### config.mk
export PLATFORM = sky130hd
export DESIGN_NAME = spcc_top
export DESIGN_NICKNAME = d
export VERILOG_FILES = /design/src/rtl/spcc_pkg.sv /design/src/rtl/spcc_sync.sv /design/src/rtl/spcc_top.sv
export SDC_FILE = /design/constraint.sdc
export NUM_CORES = 1
export LEC_CHECK = 0
export BUFFER_PORTS_ARGS = -buffer_cell sky130_fd_sc_hd__clkbuf_2
export CORE_MARGIN = 2
export CORE_UTILIZATION = 45
export CTS_CLUSTER_SIZE = 40
export DETAILED_ROUTE_END_ITERATION = 8
export PLACE_DENSITY = 0.71
export SYNTH_ARGS = -nofsm -noshare
export SYNTH_HDL_FRONTEND = slang
export SYNTH_HIERARCHICAL = 1
export SYNTH_SLANG_ARGS = --single-unit
### constraint.sdc
create_clock -name core_clk_i -period 1 [get_ports core_clk_i]
set_input_delay 0.05 -clock core_clk_i [delete_from_list [all_inputs] [get_ports core_clk_i]]
set_output_delay 0.05 -clock core_clk_i [all_outputs]
set_load 0.02 [all_outputs]
### src/rtl/spcc_pkg.sv
package spcc_pkg;
  // ----------------------------------------
  // geometry
  // ----------------------------------------
  localparam int unsigned NUM_OUTPUTS = 10;
  // select value 1 picks input_clock_a, 0 picks input_clock_b
  localparam logic        SEL_CLOCK_A = 1'b1;
  localparam logic        SEL_CLOCK_B = 1'b0;
  localparam logic [9:0]  SEL_RESET   = 10'h000;
  // ----------------------------------------
  // timing
  // ----------------------------------------
  localparam int unsigned CORE_CLK_MHZ   = 100;
  localparam int unsigned SERIAL_MAX_MHZ = 20;
  // least core cycles per serial clock period
  localparam int unsigned SERIAL_MIN_CYC = CORE_CLK_MHZ / SERIAL_MAX_MHZ;
  localparam int unsigned SYNC_STAGES    = 2;
endpackage

### src/rtl/spcc_sync.sv
`timescale 1ns/1ps
`default_nettype none
module spcc_sync
  import spcc_pkg::*;
(
  // clock and reset
  input  wire logic core_clk_i,
  input  wire logic rst_i,
  // async level in, synchronised level out
  input  wire logic async_i,
  output var  logic sync_o
);
  logic meta_q;

  always_ff @(posedge core_clk_i) begin
    if (rst_i) begin
      meta_q <= 1'b0;
      sync_o <= 1'b0;
    end else begin
      meta_q <= async_i;
      sync_o <= meta_q;
    end
  end
endmodule
`default_nettype wire

### src/rtl/spcc_top.sv
// Operation
// - ten outputs, each routes one of two input clocks by own select bit
// - ten-bit word holds selects; output mux switches asynchronously
// - load_latch copies shifted word to latches; routing changes only then or at reset
// - shifted data leaves on cascade_out to chain further devices
// - select 0 routes input_clock_b, select 1 routes input_clock_a
// - unconnected load_latch reads as low
// - unconnected serial_clk and serial_in read as low
`timescale 1ns/1ps
`default_nettype none
module spcc_top
  import spcc_pkg::*;
(
  // clock and reset
  input  wire logic                   core_clk_i,
  input  wire logic                   rst_i,
  // serial programming port
  input  wire logic                   serial_clk_i,
  input  wire logic                   serial_in_i,
  input  wire logic                   load_latch_i,
  output var  logic                   cascade_out_o,
  // clock crosspoint
  input  wire logic                   input_clock_a_i,
  input  wire logic                   input_clock_b_i,
  output logic [NUM_OUTPUTS-1:0]      clk_out_o,
  output logic [NUM_OUTPUTS-1:0]      clk_out_n_o,
  // latched routing word
  output var  logic [NUM_OUTPUTS-1:0] select_o
);
  // ----------------------------------------
  // input synchronisers
  // ----------------------------------------
  // floating pins are pulled low outside; reset state is low as well
  logic sclk_s;
  logic sdat_s;
  logic load_s;

  spcc_sync u_sync_sclk (
    .core_clk_i (core_clk_i),
    .rst_i      (rst_i),
    .async_i    (serial_clk_i),
    .sync_o     (sclk_s)
  );
  spcc_sync u_sync_sdat (
    .core_clk_i (core_clk_i),
    .rst_i      (rst_i),
    .async_i    (serial_in_i),
    .sync_o     (sdat_s)
  );
  spcc_sync u_sync_load (
    .core_clk_i (core_clk_i),
    .rst_i      (rst_i),
    .async_i    (load_latch_i),
    .sync_o     (load_s)
  );

  // ----------------------------------------
  // edge detection
  // ----------------------------------------
  logic sclk_q;
  logic load_q;
  logic sdat_q;
  logic sclk_rise;
  logic load_rise;

  // previous serial clock level, low after reset like the idle pin
  always_ff @(posedge core_clk_i) begin
    if (rst_i) begin
      sclk_q <= 1'b0;
    end else begin
      sclk_q <= sclk_s;
    end
  end

  // previous load level, so a held high level loads only once
  always_ff @(posedge core_clk_i) begin
    if (rst_i) begin
      load_q <= 1'b0;
    end else begin
      load_q <= load_s;
    end
  end

  // serial data one cycle behind, well inside its setup window
  always_ff @(posedge core_clk_i) begin
    if (rst_i) begin
      sdat_q <= 1'b0;
    end else begin
      sdat_q <= sdat_s;
    end
  end

  // data is taken one cycle late so it matches the clock edge alignment
  assign sclk_rise = sclk_s & ~sclk_q;
  assign load_rise = load_s & ~load_q;

  // ----------------------------------------
  // shift register
  // ----------------------------------------
  // first bit in travels up to bit 9 after ten serial clock rises
  logic [NUM_OUTPUTS-1:0] shift_q;

  always_ff @(posedge core_clk_i) begin
    if (rst_i) begin
      shift_q <= SEL_RESET;
    end else if (sclk_rise) begin
      shift_q <= {shift_q[NUM_OUTPUTS-2:0], sdat_q};
    end
  end

  always_ff @(posedge core_clk_i) begin
    if (rst_i) begin
      cascade_out_o <= 1'b0;
    end else begin
      cascade_out_o <= shift_q[NUM_OUTPUTS-1];
    end
  end

  // ----------------------------------------
  // select latches
  // ----------------------------------------
  // only the rise of load_latch loads; a held level changes nothing
  always_ff @(posedge core_clk_i) begin
    if (rst_i) begin
      select_o <= SEL_RESET;
    end else if (load_rise) begin
      select_o <= shift_q;
    end
  end

  // ----------------------------------------
  // output multiplexers
  // ----------------------------------------
  // purely combinational: no resync to either input clock, glitches possible
  always_comb begin
    for (int i = 0; i < NUM_OUTPUTS; i++) begin
      if (select_o[i] == SEL_CLOCK_A) begin
        clk_out_o[i] = input_clock_a_i;
      end else begin
        clk_out_o[i] = input_clock_b_i;
      end
    end
  end

  // inverted leg of each differential pair
  assign clk_out_n_o = ~clk_out_o;

  // ----------------------------------------
  // checks
  // ----------------------------------------
  // reset and pin defaults
  a_idle_low: assert property (
    @(posedge core_clk_i)
    rst_i |=> !sclk_s && !sdat_s && !load_s)
    else $error("synchronised pin not low after reset");
  a_reset_route: assert property (
    @(posedge core_clk_i)
    rst_i |=> select_o == SEL_RESET)
    else $error("select word not cleared by reset");

  // select latches
  a_latch_on_load: assert property (
    @(posedge core_clk_i) disable iff (rst_i)
    load_rise |=> select_o == $past(shift_q))
    else $error("select not loaded on load_latch");
  a_latch_hold: assert property (
    @(posedge core_clk_i) disable iff (rst_i)
    !load_rise |=> $stable(select_o))
    else $error("select changed without load_latch");
  a_latch_level: assert property (
    @(posedge core_clk_i) disable iff (rst_i)
    load_s && load_q |=> $stable(select_o))
    else $error("held load_latch level loaded again");
  a_latch_source: assert property (
    @(posedge core_clk_i) disable iff (rst_i)
    $changed(select_o) |-> $past(load_rise))
    else $error("select changed with no load edge");

  // shift register and cascade
  a_shift_step: assert property (
    @(posedge core_clk_i) disable iff (rst_i)
    sclk_rise |=> shift_q[0] == $past(sdat_q))
    else $error("serial bit not shifted in");
  a_shift_body: assert property (
    @(posedge core_clk_i) disable iff (rst_i)
    sclk_rise |=> shift_q[NUM_OUTPUTS-1:1] == $past(shift_q[NUM_OUTPUTS-2:0]))
    else $error("shift register stages did not move up");
  a_shift_hold: assert property (
    @(posedge core_clk_i) disable iff (rst_i)
    !sclk_rise |=> $stable(shift_q))
    else $error("shift register moved without serial clock");
  a_edge_single: assert property (
    @(posedge core_clk_i) disable iff (rst_i)
    sclk_rise |=> !sclk_rise)
    else $error("one serial clock rise seen twice");
  a_cascade_tail: assert property (
    @(posedge core_clk_i) disable iff (rst_i)
    ##1 cascade_out_o == $past(shift_q[NUM_OUTPUTS-1]))
    else $error("cascade_out does not follow last stage");
  a_cascade_move: assert property (
    @(posedge core_clk_i) disable iff (rst_i)
    $changed(cascade_out_o) |-> $past(sclk_rise, 2))
    else $error("cascade_out moved without a shift");

  // output routing
  a_route_a: assert property (
    @(posedge core_clk_i) disable iff (rst_i)
    select_o[0] |-> clk_out_o[0] == input_clock_a_i)
    else $error("output 0 not on clock a");
  a_route_b: assert property (
    @(posedge core_clk_i) disable iff (rst_i)
    !select_o[9] |-> clk_out_o[9] == input_clock_b_i)
    else $error("output 9 not on clock b");
  a_out_diff: assert property (
    @(posedge core_clk_i) disable iff (rst_i)
    clk_out_n_o == ~clk_out_o)
    else $error("differential pair mismatch");

  genvar g;
  generate
    for (g = 0; g < NUM_OUTPUTS; g++) begin : g_route
      a_route_each: assert property (
        @(posedge core_clk_i) disable iff (rst_i)
        clk_out_o[g] == (select_o[g] ? input_clock_a_i : input_clock_b_i))
        else $error("output not on its selected clock");
    end
  endgenerate
endmodule
`default_nettype wire

### After elaboration in Yosys (flattened, before gate mapping)

Cells that the tools add are included.

| word-level totals | value |
|---|---|
| bits in registers | 30 |
| output and inout port bits | 31 |
| word-level logic and storage cells | 27 |

| cells by class | value |
|---|---|
| muxes and demuxes | 10 |
| bitwise logic cells | 5 |

Operator list:

| cell | count |
|---|---|
| $mux 1 | 10 |
| $not 10->10 | 1 |
| $and 1x1->1 | 2 |
| $not 1->1 | 2 |

### Longest topological paths before layout

Gate-level depths: netlist of the first run.

| logic depth | value |
|---|---|
| depth after elaboration | 2 |
| gate-level depth with buffers | 3 |
| depth with buffers taken out | 2 |

### Modules after synthesis

Netlist of the first run, hierarchy kept.

By module, submodules not included:

| module | instances | cells each | area each (um^2) | sequential area each (um^2) |
|---|---|---|---|---|
| spcc_top | 1 | 98 | 1,114.8 | 480.5 |
| spcc_sync | 3 | 4 | 52.6 | 40.0 |

### Worst setup path after synthesis of the first run

OpenSTA, ideal clock, no wires.

| path | value |
|---|---|
| path kind | register -> output |
| from | reg select_o[0] |
| to | out clk_out_o[0] |
| arrival time | 1,171 ps |
| data required time | 950 ps |
| slack | -221 ps |
| cell stages (with the launch flop) | 3 |
| buffers on the path | 0 |
| path through | dfxtp_1 mux2i_1 inv_1 |

| on the way | value |
|---|---|
| word-level cells in the longest chain between the ends | 1 |

RTL lines:

| what | line | RTL |
|---|---|---|
| start: declaration | spcc_top.sv:28 | `output var logic [NUM_OUTPUTS-1:0] select_o` |
| start signal: assignment | spcc_top.sv:127 | `select_o <= shift_q;` |
| $mux 1 | spcc_top.sv:137 | `if (select_o[i] == SEL_CLOCK_A) begin` |
| end: declaration | spcc_top.sv:25 | `output logic [NUM_OUTPUTS-1:0] clk_out_o,` |

No other way between the ends.

### Worst setup path after layout of the first run

| path | value |
|---|---|
| from | reg select_o[9] |
| to | out clk_out_o[9] |

The elaborated chain is that of the path after synthesis.

==> results of run 1 <==
==> cell type report <==
| class | count | area, µm² | area share |
|---|---|---|---|
| clock inverter | 1 | 5.00 | 0.00234 |
| multi-input combinational | 63 | 703 | 0.329 |
| sequential | 30 | 639 | 0.299 |
| clock buffer | 7 | 55.1 | 0.0257 |
| inverter | 11 | 41.3 | 0.0193 |
| timing repair buffer | 58 | 656 | 0.307 |
| tap | 31 | 38.8 | 0.0181 |
==> state kept, by name, summed over array words and instances (netlist names) <==
signal              cells
load_q                  1
sdat_q                  1
u_sync_load/meta_q      1
sclk_q                  1
u_sync_sclk/meta_q      1
u_sync_sdat/meta_q      1
shift_q                10
select_o               10
cascade_out_o           1
u_sync_load/sync_o      1
u_sync_sclk/sync_o      1
u_sync_sdat/sync_o      1
==> routing by layer <==
layer | track usage | vias up | wire [µm]
li1 | - | 471 | -
met1 | 0.213 | 475 | 1400
met2 | 0.307 | 24 | 1790
met3 | 0.0748 | 5 | 115
met4 | 0.0764 | 0 | 68
met5 | 0 | - | 0
==> where the power goes <==
group	switching [mW]	internal [mW]	leakage, nW
clock network	0.447	0.340	0.0353
logic	0.180	0.198	0.649
registers	0.00571	1.18	0.252
==> metrics by stage <==
step / setup WS (ns) / hold slack, ns / utilization / std cells / instance area (µm²)
3_5_place_dp: 0.0202 / 0.269 / 0.600 / 175 / 1630
5_1_grt: -0.292 / 0.0739 / 0.789 / 201 / 2140
6_report: -0.251 / 0.0619 / 0.789 / 201 / 2140
3_3_place_gp: 0.0521 / 0.261 / 0.600 / 175 / 1630
4_1_cts: -0.209 / 0.0624 / 0.736 / 196 / 1990
2_1_floorplan: 0.0510 / 0.122 / - / 110 / 1410
==> worst max path at each step <==
stage / from / end / depth (start not counted)
after floorplan: select_o[0] / clk_out_o[0] / 2
after global placement: load_q / select_o[9] / 2
after detailed placement: load_q / select_o[5] / 2
after CTS: select_o[1] / clk_out_o[1] / 3
after global routing: select_o[6] / clk_out_o[6] / 3
final: select_o[9] / clk_out_o[9] / 3
==> logic make-up after synthesis <==
| family | share of synthesized area |
|---|---|
| flip-flops | 0.472 |
| AO/OA/AOI/OAI | 0.00393 |
| buffers and inverters | 0.0757 |
| AND/OR/NAND/NOR | 0.220 |
| multiplexers | 0.228 |
==> what timing repair did <==
action	4_1_cts	5_1_grt
endpoints found under the setup margin	21	31
resized for setup	49	59
setup buffers	10	6
hold buffers	3	0
endpoints found under the hold margin	3	0
cloned	0	0
==> placed cells by master, fill, tap and decap left out, types with 3 or more instances in the layout <==
| master | instances |
|---|---|
| buf_6 | 21 |
| mux2i_1 | 19 |
| dfxtp_1 | 19 |
| buf_8 | 11 |
| mux2i_4 | 10 |
| nand2b_1 | 10 |
| dfxtp_4 | 10 |
| inv_2 | 9 |
| nor2b_1 | 9 |
| clkbuf_8 | 8 |
| nand2b_4 | 7 |
| clkbuf_2 | 7 |
| buf_4 | 7 |
| clkbuf_4 | 5 |
| nand2b_2 | 4 |
| dlygate4sd3_1 | 3 |
==> tightest hold or removal path, stage by stage <==
cell and delay, ns:
clkbuf_2 0.11, buf_12 0.15, nor2b_1 0.05
==> results_dict.tcl, run 1 <==
set metrics [dict create \
    path_delay_family "flip-flops" \
    layout_setup_ws_ns -0.251 \
    yosys.area.top_type "dfxtp_1" \
    pin_count 38 \
    worst_pin_slew_ns 0.564 \
    grt_pass1_wl_um 4510 \
    grt_max_degree 20 \
    min_period_ns 1.25 \
    crit_type "register to output pin" \
    grt_pass1_vias 972 \
    ys.flop_type "dfxtp_1" \
    r2r-end "shift_q[8]" \
    rsz0062_at_grt "true" \
    insertion_delay_ns 0.35 \
    setup_viol 28 \
    drc 0 \
    nets 176 \
    n_antenna_cell 0 \
    hold_class "input port to register" \
    cts.path.max_buffers 2 \
    die_h_um 57.2 \
    cp_num_buf_inv 2 \
    drt_iter0_drc 21 \
    num_rows 19 \
    track_usage 0.185 \
    place_congestion 0.671 \
    synth-seq-area-share 0.472 \
    power_density_nw_per_um2 1100 \
    tns_ns -4.47 \
    crit_arrival_ns 1.20 \
    cts_tree "built" \
    grt-ovfl-total 0 \
    synth_seq_cells 30 \
    wl_per_cell_um 16.8 \
    cts-root-buf "clkbuf_4" \
    synth_edf_count 0 \
    place_hpwl_um 1600 \
    cts_made_buffers 5 \
    ys_warn_count 6 \
    syn_avg_cell_area_um2 11.6 \
    reg2reg_slack_ns 0.07 \
    whs_endpoint "u_sync_sclk/sync_o" \
    drive_gt1_frac 0.612 \
    async_reset_ff_frac 0 \
    wirelength_um 3380 \
    rr_worst_depth 3 \
    cts.clk_slew.worst_paths_ns 0.10 \
    ant_nets 0 \
    hold_viol_final 0 \
    antenna_found_initial 0 \
    htree_num_levels 2 \
    port_buffers 37 \
    clock_skew_ns 0.0170 \
    ys_top_cells_by_count "30 x dfxtp_1, 29 x mux2i_1, 11 x nand2b_1" \
    whs_path_depth 3 \
    clock.fmax_ghz 0.799 \
    start_util 0.470 \
    syn_area_um2 1270 \
    yosysMostFrequentCell "dfxtp_1" \
    crit_path_max_fanout 2 \
    core_um2 2710 \
    required_ns 0.95 \
    slew_violations 0 \
    p_leak_nw 0.936 \
    status "complete, but fails checks" \
    synthCells 110 \
    max_stage_delay_ns 0.38 \
    end_kind "output pin" \
    via_per_inst 4.85 \
    yosysUniqueCellTypes 14 \
    die_area_um2 3270 \
    max_cap_viol_count 0 \
    drtPass1Iterations 4 \
    syn_nets 117 \
    vias 975 \
    power_mw 2.35 \
    fillerInstances 151 \
    area_growth_syn_to_layout_pct 68.0 \
    slowest_stage "dfxtp_4" \
    cts_sinks 30 \
    die_x_um 57.2 \
    yosys.area.top_type_share 0.472 \
    r2r-start "u_sync_sclk/sync_o" \
    start_kind "register" \
    path_cells "mux2i_4 -> inv_2 -> buf_8" \
    failed_checks "negative setup slack" \
    post-route-period-util 1.25 \
    synthTopCellsByArea "dfxtp_1 47%, mux2i_1 23%, nand2b_4 7.6%" \
    maxSlewHeadroom 0.624 \
    peakVddDrop_v 0.00108 \
    hp-start "rst_i" \
]
Power figures use the tool's default switching activity.
==> run 2, diff against run 1 <==
--- a/config.mk
+++ b/config.mk
@@ -7,2 +7,3 @@
 export LEC_CHECK = 0
+export ABC_AREA = 1
 export BUFFER_PORTS_ARGS = -buffer_cell sky130_fd_sc_hd__clkbuf_2
@@ -12,3 +13,3 @@
 export DETAILED_ROUTE_END_ITERATION = 8
-export PLACE_DENSITY = 0.71
+export PLACE_DENSITY = 0.72
 export SYNTH_ARGS = -nofsm -noshare
==> constraint.sdc (replaced) <==
create_clock -name core_clk_i -period 1 [get_ports core_clk_i]
set_input_delay 0.25 -clock core_clk_i [delete_from_list [all_inputs] [get_ports core_clk_i]]
set_output_delay 0.25 -clock core_clk_i [all_outputs]
set_load 0.02 [all_outputs]
==> results_dict.tcl, run 2 <==
set metrics [dict create \
    status "complete, but fails checks" \
    failed_checks "negative setup slack" \
    crit_arrival_ns 1.08 \
    num_rows 18 \
    fin_util 0.782 \
    r2r-end "select_o[7]" \
    start_kind "register" \
    syn_nets 188 \
    whs_path_depth 3 \
    cts_tree "built" \
    drt_iter0_drc 28 \
    required_ns 0.75 \
    track_usage 0.209 \
    rsz0062_at_grt "true" \
    reg2reg_slack_ns 0.10 \
    die_x_um 56.4 \
    pin_count 38 \
    p_leak_nw 0.912 \
    cp_num_buf_inv 2 \
    clock_skew_ns 0.00685 \
    wl_per_cell_um 13.1 \
    nets 236 \
    ys_top_cells_by_count "50 x nor2_1, 30 x dfxtp_1, 30 x nand2_1" \
    fillerInstances 158 \
    hold_viol_final 0 \
    syn_area_um2 1230 \
    drive_gt1_frac 0.445 \
    crit_cells 4 \
    drtPass1Iterations 4 \
    synth_seq_cells 30 \
    synthCells 181 \
    endpoint "clk_out_n_o[7]" \
    layout_common_cells "50 x nor2_1, 20 x nand3_1, 20 x nand2_1" \
    cts-hold-fix-buffers 0 \
    peakVddDrop_v 0.00128 \
    ys_warn_count 6 \
    cts.clk_slew.worst_paths_ns 0.09 \
    place_inst 246 \
    cts_made_buffers 5 \
    yosysMostFrequentCell "nor2_1" \
    via_per_inst 4.95 \
    start_util 0.485 \
    area_growth_syn_to_layout_pct 61.3 \
    rr_worst_depth 4 \
    yosys.area.top_type_share 0.487 \
    end_kind "output pin" \
    post-route-period-util 1.33 \
    async_reset_ff_frac 0 \
    cts.path.max_buffers 2 \
    drc 0 \
    setup_viol 31 \
    max_cap_viol_count 0 \
    insertion_delay_ns 0.32 \
    slew_violations 0 \
    syn_avg_cell_area_um2 6.82 \
    place_hpwl_um 1760 \
    synthTopCellsByArea "dfxtp_1 49%, nor2_1 15%, nand2_1 9.1%" \
    grt_pass1_vias 1172 \
    power_mw 2.62 \
    slowest_stage "dfxtp_4" \
    cts-root-buf "clkbuf_4" \
    core_um2 2540 \
    grt_pass1_wl_um 5150 \
    hold_class "input port to register" \
    ys.flop_type "dfxtp_1" \
    vias 1282 \
    synth_edf_count 0 \
    path_delay_family "flip-flops" \
    yosysUniqueCellTypes 10 \
    htree_num_levels 2 \
    r2r-start "u_sync_load/sync_o" \
    n_antenna_cell 0 \
    reg_top3 "select_o: 10 flops, shift_q: 10 flops" \
    grt_max_degree 21 \
    yosys.area.top_type "dfxtp_1" \
    worst_pin_slew_ns 0.368 \
    place_congestion 0.767 \
    synth-seq-area-share 0.487 \
    min_period_ns 1.33 \
    max_stage_delay_ns 0.40 \
    cts_sinks 30 \
    layout_setup_ws_ns -0.334 \
    maxSlewHeadroom 0.755 \
    die_area_um2 3180 \
    clock.fmax_ghz 0.750 \
    crit_path_max_fanout 4 \
    power_density_nw_per_um2 1320 \
    final_common_cell "nor2_1" \
    die_h_um 56.4 \
    grt-ovfl-total 0 \
    instances_no_fill 259 \
    dp_worst_setup_slack_ns -0.104 \
    wirelength_um 3400 \
    crit_type "register to output pin" \
    ant_nets 0 \
    critPathLaunch "select_o[7]" \
    port_buffers 37 \
    antenna_found_initial 0 \
    path_cells "nand2_2 -> o21ai_4 -> inv_2 -> clkbuf_8" \
]
[run 2: cell count changes after synthesis, sizes merged, moves of 10 or more]
| cell | change |
|---|---|
| nor2b | -10 |
| inv | +23 |
| mux2i | -29 |
| nor2 | +52 |
| nand2b | -21 |
| nand2 | +30 |
| nand3 | +20 |
[run 2: cells by family (layout without fill, tap and decap cells)]
logic type             after synthesis  in the layout  share of synthesized area
AOI/OAI and AO/OA                   10             10                     0.0406
DFF                                 30             30                      0.487
buffers and inverters               39             87                      0.130
and+or+nand+nor                    102            102                      0.343
[run 2: power by group]
| group | switching [mW] | internal, mW | leakage (nW) |
|---|---|---|---|
| clock | 0.387 | 0.252 | 0.0308 |
| sequential | 0.0557 | 1.24 | 0.253 |
| combinational | 0.363 | 0.322 | 0.628 |
[run 2: worst min path at each step]
stage                  startpoint                  to  slack [ns]
2_1_floorplan               rst_i  u_sync_load/meta_q        0.32
3_5_place_dp   u_sync_sdat/sync_o              sdat_q        0.40
4_1_cts               serial_in_i  u_sync_sdat/meta_q        0.09
6_report              serial_in_i  u_sync_sdat/meta_q        0.10
3_3_place_gp   u_sync_load/meta_q  u_sync_load/sync_o        0.39
5_1_grt              serial_clk_i  u_sync_sclk/meta_q         0.1
[run 2: tightest hold or removal path: stages]
cell and delay, ns:
clkbuf_2 0.08, inv_1 0.04, nor2_1 0.03
[run 2: metal layers]
metal | GRT usage | wire length (µm) | vias up
met5 | 0 | 0 | -
met4 | 0.0986 | 68 | 0
met3 | 0.0691 | 199 | 7
met2 | 0.358 | 1790 | 49
met1 | 0.234 | 1340 | 589
li1 | - | - | 637
[run 2: final cells by class]
type / count / area, µm² / area share
Multi-Input combinational cell: 112 / 621 / 0.312
Clock inverter: 2 / 10.0 / 0.00503
Timing Repair Buffer: 46 / 514 / 0.258
Clock buffer: 5 / 37.5 / 0.0189
Tap cell: 30 / 37.5 / 0.0189
Sequential cell: 30 / 639 / 0.321
Inverter: 34 / 130 / 0.0654
[run 2: per-stage QoR]
stage / hold slack, ns / TNS, ns / area [µm²]
detailed placement: 0.395 / -1.65 / 1570
global route: 0.0956 / -8.68 / 1990
global placement: 0.390 / -1.29 / 1570
floorplan: 0.321 / 0 / 1360
CTS: 0.0869 / -7.41 / 1920
finish: 0.104 / -7.56 / 1990
[run 2: timing repair]
action,CTS,global route
endpoints found under the setup margin,31,31
pin swaps,9,0
gates cloned,0,0
gates resized for setup,66,25
setup buffers,3,3
